<file path="config.mk">
export PLATFORM = sky130hd
export DESIGN_NAME = hv_monitor
export DESIGN_NICKNAME = d
export VERILOG_FILES = /design/src/verilog/hv_monitor_pkg.sv /design/src/verilog/hv_xfer_if.sv /design/src/verilog/hv_monitor.sv /design/src/verilog/hv_xfer_timer.sv
export SDC_FILE = /design/constraint.sdc
export NUM_CORES = 1
export LEC_CHECK = 0
export ABC_AREA = 1
export BUFFER_PORTS_ARGS = -buffer_cell sky130_fd_sc_hd__buf_2
export CORE_MARGIN = 5
export CORE_UTILIZATION = 55
export DETAILED_ROUTE_END_ITERATION = 7
export GPL_ROUTABILITY_DRIVEN = 0
export PLACE_DENSITY_LB_ADDON = 0.12
export SYNTH_ARGS = -nofsm -noshare
export SYNTH_HDL_FRONTEND = slang
export SYNTH_SLANG_ARGS = --single-unit
</file>
<file path="constraint.sdc">
create_clock -name sys_clk -period 3.6 [get_ports sys_clk]
set_clock_uncertainty 0.2 [all_clocks]
set_input_delay 0.18 -clock sys_clk [delete_from_list [all_inputs] [get_ports sys_clk]]
set_output_delay 0.18 -clock sys_clk [all_outputs]
set_load 0.1 [all_outputs]
</file>
<file path="src/verilog/hv_monitor_pkg.sv">
// Constants and types shared by the high-voltage monitor block
package hv_monitor_pkg;
  // Clock and transfer timing
  localparam int CLK_PERIOD_NS = 10;
  localparam int XFER_TIME_NS = 10000;
  localparam int XFER_CYCLES = XFER_TIME_NS / CLK_PERIOD_NS;
  localparam int XFER_CNT_W = 10;
  localparam logic [XFER_CNT_W-1:0] XFER_LAST = XFER_CNT_W'(XFER_CYCLES - 1);

  // Register width and reset values
  localparam int REG_W = 8;
  localparam logic [REG_W-1:0] MON_RESET = 8'h00;
  localparam logic [REG_W-1:0] CFG_RESET = 8'h00;
  localparam logic [REG_W-1:0] DAT_RESET = 8'h00;

  // Monitor register bit positions
  localparam int MON_WAKE_PIN = 7;
  localparam int MON_OVER_TEMP = 6;
  localparam int MON_BUF_EN = 4;
  localparam int MON_SUPPLY_OK = 3;
  localparam int MON_LIN_SHORT = 2;
  localparam int MON_WAKE_SHORT = 0;

  // Configuration bit positions
  localparam int CFG1_LOW_SUPPLY_EN = 2;
  localparam int CFG2_DRIVER_REARM = 3;
  localparam int CFG2_WAKE_IO_EN = 4;

  // Command register layout
  localparam int CMD_BUSY_BIT = 0;
  localparam int CMD_ADDR_LSB = 1;
  localparam int CMD_ADDR_W = 3;
  localparam int CMD_WRITE_BIT = 4;

  // Indirect register addresses
  localparam logic [CMD_ADDR_W-1:0] ADDR_CFG_FIRST = 3'h0;
  localparam logic [CMD_ADDR_W-1:0] ADDR_CFG_SECOND = 3'h1;
  localparam logic [CMD_ADDR_W-1:0] ADDR_MONITOR = 3'h2;

  // Sticky fault flags kept in hardware
  localparam int N_STICKY = 2;

  // Transfer sequencer states
  typedef enum logic [1:0] {
    ST_IDLE = 2'b01,
    ST_RUN = 2'b10
  } xfer_state_t;
endpackage : hv_monitor_pkg

</file>
<file path="src/verilog/hv_xfer_if.sv">
// Handshake between the transfer sequencer and its latency timer
`timescale 1ns/1ps
interface hv_xfer_if;
  logic start;
  logic busy;
  logic done;

  modport timer (
    input start,
    output busy,
    output done
  );

  modport ctrl (
    output start,
    input busy,
    input done
  );
endinterface : hv_xfer_if

</file>
<file path="src/verilog/hv_monitor.sv">
// High-voltage monitor status register behind the indirect command/data interface
//
// Summary of operation
// - Eight-bit read-only monitor register shows live high-voltage status, reset value 0x00.
// - Monitor is reached only by indirect command; contents return in data register.
// - Bit 7 follows the wake pin once wake I/O mode is enabled.
// - Bit 6 reads 1 while a thermal shutdown has occurred, else 0.
// - Bit 4 reads 1 while the voltage-channel input buffer is enabled.
// - When enabled, bit 3 reads 0 after supply dropped below 2.1V, else 1.
// - Low-supply indication is cleared only by re-enabling the low-supply function.
// - Bit 2 latches a LIN short; writing second config bit 3 clears it.
// - Bit 0 reads 1 after the wake driver saw a short circuit.
// - Busy stays set for the 10us transfer; software polls it before reading data.
`timescale 1ns/1ps
module hv_monitor (
  // Clock and reset
  input wire logic sys_clk,
  input wire logic nrst,
  // Command register
  input wire logic cmd_wr,
  input wire logic [hv_monitor_pkg::REG_W-1:0] cmd_wdata,
  output logic [hv_monitor_pkg::REG_W-1:0] cmd_rdata,
  // Data register
  input wire logic dat_wr,
  input wire logic [hv_monitor_pkg::REG_W-1:0] dat_wdata,
  output logic [hv_monitor_pkg::REG_W-1:0] dat_rdata,
  // High-voltage circuit status inputs
  input wire logic wake_pin,
  input wire logic thermal_shutdown,
  input wire logic buffer_enabled,
  input wire logic supply_low,
  input wire logic lin_short,
  input wire logic wake_short,
  // Configuration registers towards the high-voltage circuits
  output logic [hv_monitor_pkg::REG_W-1:0] config_first,
  output logic [hv_monitor_pkg::REG_W-1:0] config_second
);
  import hv_monitor_pkg::*;

  // Sequencer and latched command
  xfer_state_t state_q;
  xfer_state_t state_d;
  logic [CMD_ADDR_W-1:0] addr_q;
  logic write_q;
  logic [REG_W-1:0] dat_q;
  logic [REG_W-1:0] dat_d;

  // Configuration and status storage
  logic [REG_W-1:0] cfg_first_q;
  logic [REG_W-1:0] cfg_second_q;
  logic [REG_W-1:0] high_voltage_monitor_q;
  logic [REG_W-1:0] mon_d;
  logic low_seen_q;
  logic [N_STICKY-1:0] sticky_q;

  // Decoded strobes
  logic idle;
  logic cmd_take;
  logic dat_take;
  logic xfer_done;
  logic wr_first;
  logic wr_second;
  logic rearm;
  logic supply_rearm;
  logic [N_STICKY-1:0] sticky_set;
  logic [REG_W-1:0] read_sel;

  hv_xfer_if xfer ();

  hv_xfer_timer u_timer (
    .sys_clk(sys_clk),
    .nrst(nrst),
    .xfer(xfer)
  );

  // Commands and data writes are only taken while no transfer runs
  assign idle = (state_q == ST_IDLE) && !xfer.busy;
  assign cmd_take = cmd_wr && idle;
  assign dat_take = dat_wr && idle;
  assign xfer.start = cmd_take;
  assign xfer_done = (state_q == ST_RUN) && xfer.done;

  // Writes land at the end of the transfer, as the serial link would deliver them
  assign wr_first = xfer_done && write_q && (addr_q == ADDR_CFG_FIRST);
  assign wr_second = xfer_done && write_q && (addr_q == ADDR_CFG_SECOND);
  assign rearm = wr_second && dat_q[CFG2_DRIVER_REARM];
  assign supply_rearm = wr_first && dat_q[CFG1_LOW_SUPPLY_EN];

  // Read selection; the monitor address is the only path to its contents
  assign read_sel = (addr_q == ADDR_CFG_FIRST) ? cfg_first_q :
                    (addr_q == ADDR_CFG_SECOND) ? cfg_second_q :
                    (addr_q == ADDR_MONITOR) ? high_voltage_monitor_q :
                    MON_RESET;

  // Sequencer next state
  always_comb begin
    state_d = state_q;
    case (state_q)
      ST_IDLE: begin
        if (cmd_take) begin
          state_d = ST_RUN;
        end
      end
      ST_RUN: begin
        if (xfer.done) begin
          state_d = ST_IDLE;
        end
      end
      default: begin
        state_d = ST_IDLE;
      end
    endcase
  end

  // Data register next value; a write to the monitor leaves it untouched
  always_comb begin
    dat_d = dat_q;
    if (dat_take) begin
      dat_d = dat_wdata;
    end else if (xfer_done && !write_q) begin
      dat_d = read_sel;
    end
  end

  // Sequencer and command latch
  always_ff @(posedge sys_clk or negedge nrst) begin
    if (!nrst) begin
      state_q <= ST_IDLE;
      addr_q <= '0;
      write_q <= 1'b0;
    end else begin
      state_q <= state_d;
      if (cmd_take) begin
        addr_q <= cmd_wdata[CMD_ADDR_LSB +: CMD_ADDR_W];
        write_q <= cmd_wdata[CMD_WRITE_BIT];
      end
    end
  end

  // Data register
  always_ff @(posedge sys_clk or negedge nrst) begin
    if (!nrst) begin
      dat_q <= DAT_RESET;
    end else begin
      dat_q <= dat_d;
    end
  end

  // Configuration registers; the monitor address has no writable store
  always_ff @(posedge sys_clk or negedge nrst) begin
    if (!nrst) begin
      cfg_first_q <= CFG_RESET;
      cfg_second_q <= CFG_RESET;
    end else begin
      if (wr_first) begin
        cfg_first_q <= dat_q;
      end
      if (wr_second) begin
        cfg_second_q <= dat_q;
      end
    end
  end

  // Low-supply latch: a drop in the same cycle as a re-enable still wins
  always_ff @(posedge sys_clk or negedge nrst) begin
    if (!nrst) begin
      low_seen_q <= 1'b0;
    end else if (supply_low) begin
      low_seen_q <= 1'b1;
    end else if (supply_rearm) begin
      low_seen_q <= 1'b0;
    end
  end

  // Fault flag sources: entry 0 is the wake short, entry 1 the LIN short
  assign sticky_set[0] = wake_short;
  assign sticky_set[1] = lin_short;

  // Sticky fault flags; set beats the re-arm clear so no event is lost
  generate
    for (genvar i = 0; i < N_STICKY; i++) begin : g_sticky
      always_ff @(posedge sys_clk or negedge nrst) begin
        if (!nrst) begin
          sticky_q[i] <= 1'b0;
        end else if (sticky_set[i]) begin
          sticky_q[i] <= 1'b1;
        end else if (rearm) begin
          sticky_q[i] <= 1'b0;
        end
      end
    end
  endgenerate

  // Monitor image; reserved positions are tied low
  always_comb begin
    mon_d = MON_RESET;
    mon_d[MON_WAKE_PIN] = wake_pin && cfg_second_q[CFG2_WAKE_IO_EN];
    mon_d[MON_OVER_TEMP] = thermal_shutdown;
    mon_d[MON_BUF_EN] = buffer_enabled;
    mon_d[MON_SUPPLY_OK] = cfg_first_q[CFG1_LOW_SUPPLY_EN] && !low_seen_q;
    mon_d[MON_LIN_SHORT] = sticky_q[1];
    mon_d[MON_WAKE_SHORT] = sticky_q[0];
  end

  // Monitor register is refreshed every cycle from hardware only
  always_ff @(posedge sys_clk or negedge nrst) begin
    if (!nrst) begin
      high_voltage_monitor_q <= MON_RESET;
    end else begin
      high_voltage_monitor_q <= mon_d;
    end
  end

  // Register read-back; busy is decoded from the state flop and the timer's busy flag
  always_comb begin
    cmd_rdata = '0;
    cmd_rdata[CMD_BUSY_BIT] = !idle;
    cmd_rdata[CMD_ADDR_LSB +: CMD_ADDR_W] = addr_q;
    cmd_rdata[CMD_WRITE_BIT] = write_q;
  end

  assign dat_rdata = dat_q;
  assign config_first = cfg_first_q;
  assign config_second = cfg_second_q;
endmodule : hv_monitor

</file>
<file path="src/verilog/hv_xfer_timer.sv">
// Latency timer for one indirect high-voltage transfer
`timescale 1ns/1ps
module hv_xfer_timer (
  // Clock and reset
  input wire logic sys_clk,
  input wire logic nrst,
  // Sequencer handshake
  hv_xfer_if.timer xfer
);
  import hv_monitor_pkg::*;

  logic running_q;
  logic [XFER_CNT_W-1:0] cnt_q;
  logic at_last;

  // The serial link latency is fixed, so a plain count stands in for it
  assign at_last = running_q && (cnt_q == XFER_LAST);
  assign xfer.done = at_last;
  assign xfer.busy = running_q;

  // Count the transfer window
  always_ff @(posedge sys_clk or negedge nrst) begin
    if (!nrst) begin
      running_q <= 1'b0;
      cnt_q <= '0;
    end else if (xfer.start && !running_q) begin
      running_q <= 1'b1;
      cnt_q <= '0;
    end else if (at_last) begin
      running_q <= 1'b0;
    end else if (running_q) begin
      cnt_q <= cnt_q + XFER_CNT_W'(1);
    end
  end
endmodule : hv_xfer_timer
</file>
==> run summary <==
Run status: completed
DRT Pass-1 Iters: 4
Area grow syn2layout: 21.7%
Unrepaired setup endpoints after global routing: no
Final Instance Count excl. Fillers: 423
First-pass GRT wire length: 10400 µm
Num CTS Buffers: 5
Antenna Cells: 0
Crit path cell chain: buf_2
Clock-pin slew on the worst setup and hold paths: 0.10 ns
Part of the cycle the worst path needs: 59.9%
Static Leak: 1.66 nW
Type of the tightest min-delay check: input pin to flip-flop
Sequential share of the synthesized area: 50.6%
Critical path required time: 3.22 ns
Worst Path Arrival: 1.78 ns
YS warnings: 0
Layout Nets: 397
CP Buf/Inv Count: 1
CP endpoint kind: output pin
Crit path max-delay family: flip-flops
CTS Root Cell: clkbuf_8
Final WS setup: 1.44 ns
Global-route track usage on met2: 32.3%
GR peak layer: met2
Synth top area cells: dfrtp_1 50%, nand2_1 17%, nand4_1 4.8%, o21ai_0 4.4%, inv_1 4.1%
Max FO, Critical Path: 20
Met1 Use GR: 31.1%
#FFs+latches synth: 50
CTS sink cnt: 50
Share of flip-flops with an asynchronous set or reset: 100%
Slew margin rel.: 44.2%
Post-synth top cells: 115 x nand2_1, 49 x dfrtp_1, 27 x inv_1
Initial core utilization: 56.8%
Worst-Skew Late Latency: 0.32 ns
Average size of a mapped cell: 8.11 µm²
Max incr delay on CP: 0.90 ns
DIE AREA: 5940 µm²
Avg WL per Cell: 14.3 µm
Leading area contributor after synthesis: dfrtp_1
Buffer levels on the longest clock path: 2
Post-route design area: 3010 µm²
Crit Path Category: flip-flop to output pin
Post-synth EDFFs: 0
Routed wire length: 6070 µm
Routing usage on met3: 4.57%
DRC errors left: 0
Initial drt markers: 240
DP Cell Count: 397
Synth unique cells: 27
Worst slew pin tran: 0.836 ns
Post-CTS Setup Bufs: 0
Fmax: 0.464 GHz
CTS tree: yes
Top cell type's share of synthesized area: 49.5%
TNS Setup: 0 ns
Most common cell in the netlist: nand2_1
IO buf count: 50
Critical Path Slowest Stage Cell: dfrtp_1
Drt via density: 5.26
IO Count: 58
Max-slew violation count: 0
Largest net degree at the start of global routing: 51
Final hold vios: 0
Initial antenna violation count: 0
Register area: 1250 µm²
Final setup fails: 0
Vias in the first global route: 2193
Core area: 4350 µm²
Row count: 24
Syn Inst Count: 305
Power per cell area: 346 nW/µm²
Filler cell count: 384
Footprint of the multi-input gates: 1030 µm²
CP Launch Type: flip-flop
Antenna-violating nets left: 0
Prevailing post-synth register cell: dfrtp_1
DP Worst Slack: 1.52 ns
Post-DP HPWL: 3960 µm
Peak supply drop: 0.000260 V
Max-cap viol count: 0
Die width: 77.1 µm
Vias: 2225
Post-layout min period: 2.16 ns
Depth of the CTS H-tree: 2
Share of layout cells above drive strength 1: 19.7%
GRT Total Usage: 21.5%
Synthesized cell area: 2470 µm²
GRT Residual Overflow: 0
Placed inst area: 2710 µm²
Die Height: 77.1 µm
## power by group
group | internal (W) | total, W | switching (W)
logic | 0.0000215 | 0.0000517 | 0.0000302
clock network | 0.000229 | 0.000429 | 0.000200
registers | 0.000562 | 0.000563 | 0.000000289
total | 0.000813 | 0.00104 | 0.000231
## routing by layer
metal	share of wire, %	vias up
met3	7.5	7
met2	46	63
met1	46	1050
li1	-	1105
met5	0	-
met4	1.1	0
## area by class of cell
cell class	instances	share of cell area (%)
flip-flops and latches	50	41.6
multi-input cells	215	34.1
repair buffers	69	14.5
inverters	29	3.61
clock buffers	6	2.74
well taps	52	2.16
clock inverters	2	1.29
## placed cells by master (no fill, tap or decap), drive strengths merged
cell | synthesis | routed
clkbuf | 0 | 6
nand3 | 21 | 21
dfrtp | 49 | 49
inv | 29 | 30
o21a | 1 | 1
nand4 | 20 | 20
nor2 | 15 | 15
o21ai | 24 | 24
dlygate4sd3 | 0 | 18
nand2 | 119 | 119
a21oi | 6 | 6
ha | 1 | 1
xor2 | 1 | 1
buf | 13 | 51
nor3 | 4 | 4
dfstp | 1 | 1
bufinv | 0 | 1
conb | 1 | 3
## timing repair
action / 4_1_cts / 5_1_grt
hold buffers: 18 / 0
gates resized for setup: 0 / 0
endpoints found under the hold margin: 66 / 0
## sequential cells by signal, summed over array words and instances (netlist names), 2 cells and up
| name | flops |
|---|---|
| u_timer.cnt_q | 10 |
| config_first | 8 |
| config_second | 8 |
| dat_rdata | 8 |
| high_voltage_monitor_q | 6 |
| addr_q | 3 |
| mon_d | 2 |
| state_q | 2 |
## logic make-up after synthesis
group | after synthesis | share of synthesized area, %
simple gates | 179 | 33.8
flops | 50 | 50.6
buf+inv | 42 | 8.24
compound gates | 31 | 6.37
xor+xnor | 1 | 0.354
fa+ha+maj | 1 | 0.505
other cells | 1 | 0.152
## metrics by stage
stage	utilization, %	power, W	hold slack [ns]
after detailed placement	62.2	0.000611	0.0899
after floorplan	-	0.000590	-0.316
final	69.2	0.00104	0.0403
after global placement	62.2	0.000611	0.0895
after global routing	69.2	0.00108	0.0527
after CTS	69.2	0.00105	0.0291
## path summary, 6_finish.rpt
path	from	endpoint	slack [ns]	depth (start not counted)
worst min register to register	mon_d[2]	high_voltage_monitor_q[2]	0.19	0
max in group asynchronous	nrst	u_timer.cnt_q[5]	2.48	3
worst max-delay path	write_q	cmd_rdata[4]	1.44	1
min in group asynchronous	nrst	dat_rdata[0]	0.30	3
worst max register to register	state_q[0]	dat_rdata[3]	1.46	7
worst min-delay path	dat_wdata[3]	dat_rdata[3]	0.04	5
Power figures use the tool's default switching activity.
